**src/hw/irq_ack_pkg.sv**
```systemverilog
// constants, types and state codes for the interrupt acknowledge and arbitration block
package irq_ack_pkg;

    localparam int          NUM_MOD        = 3;
    localparam int          NUM_SRC        = NUM_MOD + 1;
    localparam int          SIM_INDEX      = 0;
    localparam int          ARB_BITS       = 4;
    localparam logic [3:0]  ARB_RESET_SIM  = 4'hF;
    localparam logic [3:0]  ARB_RESET_MOD  = 4'h0;
    localparam logic [1:0]  ARB_TOP_BIT    = 2'h3;

    localparam logic [2:0]  FC_CPU_SPACE   = 3'h7;
    localparam logic [2:0]  FC_IDLE        = 3'h0;
    localparam logic [19:0] ACK_ADDR_HIGH  = 20'hFFFFF;
    localparam logic        ACK_ADDR_LSB   = 1'h1;
    localparam logic [2:0]  LEVEL_NMI      = 3'h7;

    localparam int          MASK_LSB       = 5;
    localparam int          MASK_MSB       = 7;
    localparam int          PAGE_LSB       = 0;
    localparam int          PAGE_MSB       = 3;
    localparam logic [15:0] CCR_RESET      = 16'h00E0;

    localparam logic [7:0]  SPURIOUS_VEC   = 8'h18;
    localparam logic [7:0]  AUTOVEC_BASE   = 8'h18;
    localparam int          VEC_ADDR_SHIFT = 1;

    localparam int          CLK_PERIOD_NS  = 10;
    localparam int          EXT_TIMEOUT_NS = 640;
    localparam int          EXT_TIMEOUT_CYC = EXT_TIMEOUT_NS / CLK_PERIOD_NS;

    typedef enum logic [8:0] {
        ST_IDLE    = 9'h001,
        ST_STACK   = 9'h002,
        ST_ACK     = 9'h004,
        ST_ARB     = 9'h008,
        ST_RESOLVE = 9'h010,
        ST_EXT     = 9'h020,
        ST_FAULT   = 9'h040,
        ST_VECTOR  = 9'h080,
        ST_FETCH   = 9'h100
    } ack_state_t;

endpackage

```
**src/hw/arb_contender.sv**
```systemverilog
// one contender of the serial arbitration bus
`timescale 1ns/1ps
module arb_contender (
    input  wire logic       sys_clk,
    input  wire logic       rst,
    input  wire logic       start,
    input  wire logic       join_req,
    input  wire logic [3:0] field,
    input  wire logic [1:0] bit_sel,
    input  wire logic       step,
    input  wire logic       wired_bit,
    output logic            drive,
    output logic            active
);

    logic active_reg;
    logic active_next;

    always_comb
    begin
        active_next = active_reg;
        if (start)
        begin
            active_next = join_req;
        end
        else if (step && active_reg && wired_bit && !field[bit_sel])
        begin
            active_next = 1'b0;
        end
    end

    always_ff @(posedge sys_clk)
    begin
        if (rst)
            active_reg <= 1'b0;
        else
            active_reg <= active_next;
    end

    // wired-or: a one on the bus beats a zero, so the larger field survives
    assign drive  = active_reg & field[bit_sel];
    assign active = active_reg;

endmodule // arb_contender

```
**src/hw/interrupt_ack_arbitration.sv**
```systemverilog
// interrupt acknowledge sequencer with serial same-level arbitration
`timescale 1ns/1ps
module interrupt_ack_arbitration (
    input  wire logic                              sys_clk,
    input  wire logic                              rst,
    input  wire logic [7:1]                        ext_irq_n,
    input  wire logic [irq_ack_pkg::NUM_MOD-1:0]   int_req,
    input  wire logic [irq_ack_pkg::NUM_MOD-1:0][2:0] int_level,
    input  wire logic [irq_ack_pkg::NUM_MOD-1:0][7:0] int_vector,
    input  wire logic                              tick_req,
    input  wire logic [2:0]                        tick_level,
    input  wire logic [7:0]                        tick_vector,
    input  wire logic [irq_ack_pkg::NUM_SRC-1:0]   arb_we,
    input  wire logic [3:0]                        arb_wdata,
    input  wire logic                              ccr_we,
    input  wire logic [15:0]                       ccr_wdata,
    input  wire logic                              insn_boundary,
    input  wire logic                              stack_done,
    input  wire logic                              ext_word_ack_n,
    input  wire logic [7:0]                        ext_vector,
    input  wire logic                              cs_enable,
    input  wire logic [2:0]                        cs_level,
    input  wire logic                              cs_autovector,
    input  wire logic                              fetch_done,
    input  wire logic [15:0]                       fetch_data,
    output logic [2:0]                             function_code_lines,
    output logic [23:0]                            ack_addr,
    output logic                                   ack_active,
    output logic                                   ext_ack_cycle,
    output logic                                   cs_select_n,
    output logic                                   bus_fault,
    output logic                                   stack_req,
    output logic                                   fetch_req,
    output logic [15:0]                            fetch_addr,
    output logic [15:0]                            pc,
    output logic [15:0]                            condition_code_reg,
    output logic [irq_ack_pkg::NUM_MOD-1:0]        src_ack,
    output logic                                   tick_ack,
    output logic                                   spurious_taken,
    output logic                                   autovector_taken,
    output logic [irq_ack_pkg::NUM_SRC-1:0][3:0]   arbitration_priority_field
);

    ////////////////////////////////////////////////////////////////////////////
    // pin synchronisers and request qualification

    logic [7:1] irq_s1_reg, irq_s1_next, irq_s2_reg, irq_s2_next, irq_s3_reg, irq_s3_next;
    logic       ack_s1_reg, ack_s1_next, ack_s2_reg, ack_s2_next;
    logic [7:0] vec_s1_reg, vec_s1_next, vec_s2_reg, vec_s2_next;
    logic [7:0] ext_valid;

    always_comb
    begin
        irq_s1_next = ext_irq_n;
        irq_s2_next = irq_s1_reg;
        irq_s3_next = irq_s2_reg;
        ack_s1_next = ext_word_ack_n;
        ack_s2_next = ack_s1_reg;
        vec_s1_next = ext_vector;
        vec_s2_next = vec_s1_reg;
    end

    always_ff @(posedge sys_clk)
    begin
        if (rst)
        begin
            irq_s1_reg <= 7'h7F;
            irq_s2_reg <= 7'h7F;
            irq_s3_reg <= 7'h7F;
            ack_s1_reg <= 1'h1;
            ack_s2_reg <= 1'h1;
            vec_s1_reg <= 8'h00;
            vec_s2_reg <= 8'h00;
        end
        else
        begin
            irq_s1_reg <= irq_s1_next;
            irq_s2_reg <= irq_s2_next;
            irq_s3_reg <= irq_s3_next;
            ack_s1_reg <= ack_s1_next;
            ack_s2_reg <= ack_s2_next;
            vec_s1_reg <= vec_s1_next;
            vec_s2_reg <= vec_s2_next;
        end
    end

    // glitches shorter than two samples never count as a request
    assign ext_valid = {~irq_s2_reg & ~irq_s3_reg, 1'b0};

    ////////////////////////////////////////////////////////////////////////////
    // arbitration fields

    logic [irq_ack_pkg::NUM_SRC-1:0][3:0] arb_reg, arb_next;

    always_comb
    begin
        arb_next = arb_reg;
        for (int i = 0; i < irq_ack_pkg::NUM_SRC; i++)
            if (arb_we[i])
                arb_next[i] = arb_wdata;
    end

    always_ff @(posedge sys_clk)
    begin
        if (rst)
        begin
            for (int i = 0; i < irq_ack_pkg::NUM_SRC; i++)
                arb_reg[i] <= (i == irq_ack_pkg::SIM_INDEX) ? irq_ack_pkg::ARB_RESET_SIM
                                                             : irq_ack_pkg::ARB_RESET_MOD;
        end
        else
            arb_reg <= arb_next;
    end

    ////////////////////////////////////////////////////////////////////////////
    // pending level and contention

    irq_ack_pkg::ack_state_t state_reg, state_next;
    logic [2:0]  level_reg, level_next, hp_level, mask;
    logic [1:0]  bit_reg, bit_next;
    logic        pending, tick_here, arb_start, arb_step, wired_bit, any_winner, sim_wins;
    logic [irq_ack_pkg::NUM_SRC-1:0] join_w, drive_w, active_w, winners_w;
    logic [7:0]  mod_vec;

    assign mask = condition_code_reg[irq_ack_pkg::MASK_MSB:irq_ack_pkg::MASK_LSB];

    always_comb
    begin
        hp_level = 3'h0;
        for (int l = 1; l < 8; l++)
        begin
            if (ext_valid[l] || (tick_req && tick_level == 3'(l)))
                hp_level = 3'(l);
            for (int m = 0; m < irq_ack_pkg::NUM_MOD; m++)
                if (int_req[m] && int_level[m] == 3'(l))
                    hp_level = 3'(l);
        end
    end

    assign pending = (hp_level != 3'h0) &&
                     ((hp_level > mask) || (hp_level == irq_ack_pkg::LEVEL_NMI));

    // the integration module stands for tick and every external line
    assign tick_here = tick_req && (tick_level == level_reg);
    always_comb
    begin
        join_w[irq_ack_pkg::SIM_INDEX] = ext_valid[level_reg] || tick_here;
        for (int m = 0; m < irq_ack_pkg::NUM_MOD; m++)
            join_w[m + 1] = int_req[m] && (int_level[m] == level_reg);
    end

    assign arb_start = (state_reg == irq_ack_pkg::ST_ACK);
    assign arb_step  = (state_reg == irq_ack_pkg::ST_ARB);
    assign wired_bit = |drive_w;

    for (genvar i = 0; i < irq_ack_pkg::NUM_SRC; i++)
    begin : g_contend
        arb_contender u_contender (
            .sys_clk   (sys_clk),
            .rst       (rst),
            .start     (arb_start),
            .join_req  (join_w[i]),
            .field     (arb_reg[i]),
            .bit_sel   (bit_reg),
            .step      (arb_step),
            .wired_bit (wired_bit),
            .drive     (drive_w[i]),
            .active    (active_w[i])
        );
        // a zero field never drives, so it cannot win
        assign winners_w[i] = active_w[i] & (|arb_reg[i]);
    end

    assign any_winner = |winners_w;
    assign sim_wins   = winners_w[irq_ack_pkg::SIM_INDEX];

    always_comb
    begin
        mod_vec = 8'h00;
        for (int m = 0; m < irq_ack_pkg::NUM_MOD; m++)
            if (winners_w[m + 1])
                mod_vec = int_vector[m];
    end

    ////////////////////////////////////////////////////////////////////////////
    // acknowledge sequencer

    logic [6:0]  tmo_reg, tmo_next;
    logic [15:0] ccr_reg, ccr_next, pc_reg, pc_next, faddr_reg, faddr_next;
    logic [2:0]  fc_reg, fc_next;
    logic [23:0] addr_reg, addr_next;
    logic [7:0]  vector_reg, vector_next;
    logic [irq_ack_pkg::NUM_MOD-1:0] src_ack_reg, src_ack_next;
    logic ack_reg, ack_next, ext_reg, ext_next, csn_reg, csn_next, fault_reg, fault_next;
    logic stack_reg, stack_next, fetch_reg, fetch_next, tack_reg, tack_next;
    logic spur_reg, spur_next, autovector_request_reg, autovector_request_next, cs_hit;

    assign cs_hit = cs_enable && (cs_level == level_reg);

    always_comb
    begin
        state_next  = state_reg;
        level_next  = level_reg;
        bit_next    = bit_reg;
        tmo_next    = tmo_reg;
        ccr_next    = ccr_we ? ccr_wdata : ccr_reg;
        pc_next     = pc_reg;
        faddr_next  = faddr_reg;
        fc_next     = fc_reg;
        addr_next   = addr_reg;
        vector_next = vector_reg;
        ack_next    = ack_reg;
        ext_next    = ext_reg;
        csn_next    = csn_reg;
        stack_next  = stack_reg;
        fetch_next  = fetch_reg;
        src_ack_next = '0;
        fault_next  = 1'b0;
        tack_next   = 1'b0;
        spur_next   = 1'b0;
        autovector_request_next   = 1'b0;
        case (state_reg)
            irq_ack_pkg::ST_IDLE:
                if (pending && insn_boundary)
                begin
                    level_next = hp_level;
                    stack_next = 1'b1;
                    state_next = irq_ack_pkg::ST_STACK;
                end
            irq_ack_pkg::ST_STACK:
                if (stack_done)
                begin
                    stack_next = 1'b0;
                    ccr_next[irq_ack_pkg::PAGE_MSB:irq_ack_pkg::PAGE_LSB] = 4'h0;
                    state_next = irq_ack_pkg::ST_ACK;
                end
            irq_ack_pkg::ST_ACK:
            begin
                fc_next    = irq_ack_pkg::FC_CPU_SPACE;
                addr_next  = {irq_ack_pkg::ACK_ADDR_HIGH, level_reg,
                              irq_ack_pkg::ACK_ADDR_LSB};
                ack_next   = 1'b1;
                ccr_next[irq_ack_pkg::MASK_MSB:irq_ack_pkg::MASK_LSB] = level_reg;
                bit_next   = irq_ack_pkg::ARB_TOP_BIT;
                state_next = irq_ack_pkg::ST_ARB;
            end
            irq_ack_pkg::ST_ARB:
            begin
                bit_next = bit_reg - 2'h1;
                if (bit_reg == 2'h0)
                    state_next = irq_ack_pkg::ST_RESOLVE;
            end
            irq_ack_pkg::ST_RESOLVE:
                if (!any_winner)
                    state_next = irq_ack_pkg::ST_FAULT;
                else if (sim_wins && tick_here)
                begin
                    vector_next = tick_vector;
                    tack_next   = 1'b1;
                    state_next  = irq_ack_pkg::ST_VECTOR;
                end
                else if (sim_wins)
                begin
                    ext_next   = 1'b1;
                    csn_next   = !cs_hit;
                    tmo_next   = 7'h00;
                    state_next = irq_ack_pkg::ST_EXT;
                end
                else
                begin
                    vector_next  = mod_vec;
                    src_ack_next = winners_w[irq_ack_pkg::NUM_SRC-1:1];
                    state_next   = irq_ack_pkg::ST_VECTOR;
                end
            irq_ack_pkg::ST_EXT:
                if (!csn_reg && cs_autovector)
                begin
                    vector_next = irq_ack_pkg::AUTOVEC_BASE + {5'h00, level_reg};
                    autovector_request_next   = 1'b1;
                    state_next  = irq_ack_pkg::ST_VECTOR;
                end
                else if (!ack_s2_reg)
                begin
                    vector_next = vec_s2_reg;
                    state_next  = irq_ack_pkg::ST_VECTOR;
                end
                else if (tmo_reg == 7'(irq_ack_pkg::EXT_TIMEOUT_CYC - 1))
                    state_next = irq_ack_pkg::ST_FAULT;
                else
                    tmo_next = tmo_reg + 7'h01;
            irq_ack_pkg::ST_FAULT:
            begin
                fault_next  = 1'b1;
                spur_next   = 1'b1;
                vector_next = irq_ack_pkg::SPURIOUS_VEC;
                state_next  = irq_ack_pkg::ST_VECTOR;
            end
            irq_ack_pkg::ST_VECTOR:
            begin
                fc_next    = irq_ack_pkg::FC_IDLE;
                addr_next  = 24'h000000;
                ack_next   = 1'b0;
                ext_next   = 1'b0;
                csn_next   = 1'b1;
                fetch_next = 1'b1;
                faddr_next = 16'({8'h00, vector_reg} << irq_ack_pkg::VEC_ADDR_SHIFT);
                state_next = irq_ack_pkg::ST_FETCH;
            end
            irq_ack_pkg::ST_FETCH:
                if (fetch_done)
                begin
                    fetch_next = 1'b0;
                    pc_next    = fetch_data;
                    state_next = irq_ack_pkg::ST_IDLE;
                end
            default:
                state_next = irq_ack_pkg::ST_IDLE;
        endcase
    end

    always_ff @(posedge sys_clk)
    begin
        if (rst)
        begin
            state_reg <= irq_ack_pkg::ST_IDLE;
            level_reg <= 3'h0;  bit_reg <= 2'h0;  tmo_reg <= 7'h00;
            ccr_reg <= irq_ack_pkg::CCR_RESET;  pc_reg <= 16'h0000;  faddr_reg <= 16'h0000;
            fc_reg <= irq_ack_pkg::FC_IDLE;  addr_reg <= 24'h000000;  vector_reg <= 8'h00;
            ack_reg <= 1'b0;  ext_reg <= 1'b0;  csn_reg <= 1'b1;  fault_reg <= 1'b0;
            stack_reg <= 1'b0;  fetch_reg <= 1'b0;  src_ack_reg <= '0;
            tack_reg <= 1'b0;  spur_reg <= 1'b0;  autovector_request_reg <= 1'b0;
        end
        else
        begin
            state_reg <= state_next;
            level_reg <= level_next;  bit_reg <= bit_next;  tmo_reg <= tmo_next;
            ccr_reg <= ccr_next;  pc_reg <= pc_next;  faddr_reg <= faddr_next;
            fc_reg <= fc_next;  addr_reg <= addr_next;  vector_reg <= vector_next;
            ack_reg <= ack_next;  ext_reg <= ext_next;  csn_reg <= csn_next;
            fault_reg <= fault_next;  stack_reg <= stack_next;  fetch_reg <= fetch_next;
            src_ack_reg <= src_ack_next;  tack_reg <= tack_next;
            spur_reg <= spur_next;  autovector_request_reg <= autovector_request_next;
        end
    end

    assign function_code_lines        = fc_reg;
    assign ack_addr                   = addr_reg;
    assign ack_active                 = ack_reg;
    assign ext_ack_cycle              = ext_reg;
    assign cs_select_n                = csn_reg;
    assign bus_fault                  = fault_reg;
    assign stack_req                  = stack_reg;
    assign fetch_req                  = fetch_reg;
    assign fetch_addr                 = faddr_reg;
    assign pc                         = pc_reg;
    assign condition_code_reg         = ccr_reg;
    assign src_ack                    = src_ack_reg;
    assign tick_ack                   = tack_reg;
    assign spurious_taken             = spur_reg;
    assign autovector_taken           = autovector_request_reg;
    assign arbitration_priority_field = arb_reg;
endmodule // interrupt_ack_arbitration

```
**config.mk**
```make
export PLATFORM = sky130hd
export DESIGN_NAME = interrupt_ack_arbitration
export DESIGN_NICKNAME = d
export VERILOG_FILES = /design/src/hw/irq_ack_pkg.sv /design/src/hw/arb_contender.sv /design/src/hw/interrupt_ack_arbitration.sv
export SDC_FILE = /design/constraint.sdc
export NUM_CORES = 1
export LEC_CHECK = 0
export BUFFER_PORTS_ARGS = -buffer_cell sky130_fd_sc_hd__clkbuf_2
export CORE_ASPECT_RATIO = 1.2
export CORE_MARGIN = 2
export CORE_UTILIZATION = 51
export CTS_CLUSTER_DIAMETER = 100
export DETAILED_ROUTE_END_ITERATION = 8
export PLACE_DENSITY = 0.82
export SLEW_MARGIN = 25
export SYNTH_ARGS = -nofsm -noshare
export SYNTH_HDL_FRONTEND = slang
export SYNTH_SLANG_ARGS = --single-unit
```
**constraint.sdc**
```tcl
create_clock -name sys_clk -period 4.18 [get_ports sys_clk]
set_clock_uncertainty 0.05 [all_clocks]
set_input_delay 0.418 -clock sys_clk [delete_from_list [all_inputs] [get_ports sys_clk]]
set_output_delay 0.418 -clock sys_clk [all_outputs]
set_load 0.01 [all_outputs]
```
==> results.cfg <==
[outcome]
status = completed

[clock_network]
cts_buffers = 17
root_buffer = clkbuf_16
clock_latency_ns = 0.42
cts_tree = built
clk_path_buf_depth = 2
holdBufCountCts = 0
cts_resized = 0
cts.sinks = 142
htreeDepth = 4
post_cts_buffers = 0
clk_pin_slew_ns = 0.06

[timing]
finalSetupViolCount = 0
setup_tns_ns = 0
relSlewSlack_pct = 40.84
layout_min_cycle_time_ns = 2.956
rsz0062_at_grt = false
finalMaxSlewViolations = 0
worstMarginPinSlew_ns = 0.8844
hold_violations = 0
fmax_mhz = 338.3
fin_crit_sh_pct = 70.72

[global_routing]
grt_pass1_vias = 5282
grt_start_max_net_pins = 120
antenna_found_initial = 0
grt_pass1_wl_um = 25790
gr-usage-all-layers_pct = 23.79
gr-total-overflow = 0

[synth]
synthArstFlopShare_pct = 0
yosys.area_share.adder_pct = 0.9564
muxShareOfSynthArea_pct = 10.96
yosys_register_bits = 142
synth_top_family_by_area = simple AND/OR/NAND/NOR gates
syn-cell-area_um2 = 6541
synthSimpleGateAreaFrac_pct = 22.15
yosysTopAreaCellShare_pct = 43.46
synth_compound_area_share_pct = 12.70
ys.warnings.count = 0
ys.flop_type = dfxtp_1
synth_area_leaders = dfxtp_1 (43%), mux2i_1 (8.7%), nor2_1 (5.2%)
ys_types = 74
avgSynthCellArea_um2 = 9.634
ys_seq_area_share_pct = 43.46
synth_xor_area_share_pct = 2.812
yosysTopAreaCell = dfxtp_1
netlist_instances = 679
synth_edf_count = 0

[route]
num_vias = 5546
postRouteAntennaNets = 0
wl_per_cell_um = 15.85
drc = 0
viasPerCell = 5.411
wl_um = 16240
first_pass_iters = 4
drt_iter0_markers = 238

[placed_design]
gp_congestion = 0.9047
numPlacedInstances = 993
portBuffers = 209
dp_hpwl_um = 11580

[floorplan]
die_x_um = 107.4
start_util_pct = 51.87
die_height_um = 128.1
die_area_um2 = 13750
num_rows = 45
core_um2 = 12610
boundaryPins = 218

[setup_path]
cp_data_arrival_time_ns = 3.21
r2r_slack_ns = 1.22
worst-path-max-fanout = 5
cp-end-kind = register
critPathKind = register to register
start_kind = register
required_ns = 4.43

[final_layout]
syn_to_final_growth_pct = 23.14
multiInputGateArea_um2 = 3273
fill_cells = 1047
fin_nets = 968
drive_above_1_share_pct = 34.26
ff_latch_area_um2 = 2843
stdcell_count = 1025
diodes = 0

[job]
drv_cap = 0

[power]
vdd_drop_max_v = 0.0002616
total_power_w = 0.003342
leakagePower_nw = 3.650
powerDensity_nw_per_um2 = 414.9

[hold_path]
worstHoldPathType = primary input to register
==> critical path, cell delays in order, from the launching register on <==
cell     delay [ns]
dfxtp_1        0.37
o32ai_1        0.09
or4_1          0.51
nor4_4         0.38
inv_1          0.10
ha_1           0.32
a21oi_1        0.14
a32oi_1        0.07
o31ai_1        0.33
or2_1          0.22
nor3_1         0.06
a31o_1         0.21
==> cells by family (layout without fill, tap and decap cells) <==
family	Yosys count	count (layout)
AOI/OAI and AO/OA	102	102
xor gates and xnor gates	21	21
adders and majority gates	5	5
buffers and inverters	81	256
DFF	142	142
muxes	65	65
other	1	8
and+or+nand+nor	262	262
==> routing by layer <==
metal / track usage, % / vias up / part of all wire, %
li1: - / 2737 / -
met1: 27.85 / 2567 / 41
met2: 41.62 / 219 / 51
met3: 5.694 / 23 / 6.0
met4: 9.729 / 0 / 1.9
met5: 0 / - / 0
==> area by class of cell <==
class | count | area share, %
well taps | 164 | 2.547
clock buffers | 19 | 5.374
clock inverters | 13 | 2.206
flip-flops and latches | 142 | 35.29
repair buffers | 213 | 13.44
inverters | 11 | 0.5126
multi-input cells | 463 | 40.63
==> final timing paths <==
path | startpoint | endpoint | cells after the start
worst min-delay path | ext_irq_n[4] | irq_s1_reg[4]$_SDFF_PP1_ | 2
worst min register to register | irq_s1_reg[4]$_SDFF_PP1_ | irq_s2_reg[4]$_SDFF_PP1_ | 1
worst max register to register | irq_s2_reg[4]$_SDFF_PP1_ | level_reg[2]$_SDFFE_PP0P_ | 11
worst max-delay path | irq_s2_reg[4]$_SDFF_PP1_ | level_reg[2]$_SDFFE_PP0P_ | 11
==> per-stage QoR <==
stage / hold WS (ns) / setup WS [ns] / area, µm² / util (%)
6_report: 0.1342 / 1.224 / 8055 / 63.87
5_1_grt: 0.1224 / 1.035 / 8055 / 63.87
4_1_cts: 0.1172 / 1.288 / 8055 / 63.87
3_5_place_dp: 0.3433 / 0.8719 / 7445 / 59.03
3_3_place_gp: 0.3406 / 0.9088 / 7441 / 59.00
2_1_floorplan: 0.3395 / 1.073 / 6568 / -
==> report_power, final <==
part,internal (W),switching [W]
logic,0.000157,0.000174
registers,0.00140,0.0000556
clock network,0.000953,0.000605
==> cells in the final DEF (no fill, tap or decap), types with 8 or more instances in the layout <==
cell type  count
xnor2_1       14
nand2_1       33
conb_1         8
inv_1         10
dfxtp_1      142
nor3_1        12
a22oi_1        9
nand4_1       15
or2_2         24
nor2_1        91
nand4b_1       9
nor2b_1       20
mux2i_1       57
clkbuf_2     208
a211oi_1      19
clkbuf_16     17
a21oi_1       10
==> Yosys cell counts (6+ instances only) <==
cell and count:
xnor2_1 14, nand2_1 33, a22oi_1 9, clkbuf_1 22
mux2i_1 57, inv_1 10, or2_2 24, nand3_1 7
nor3_1 12, a211oi_1 19, dfxtp_1 142, nor2b_1 20
a21oi_1 10, nor2_1 91, a221oi_1 6, buf_4 35
nand2b_1 6, nand4_1 15, xor2_1 7, nand4b_1 9
buf_1 8
Note: power is estimated with default switching activity, not from simulation.
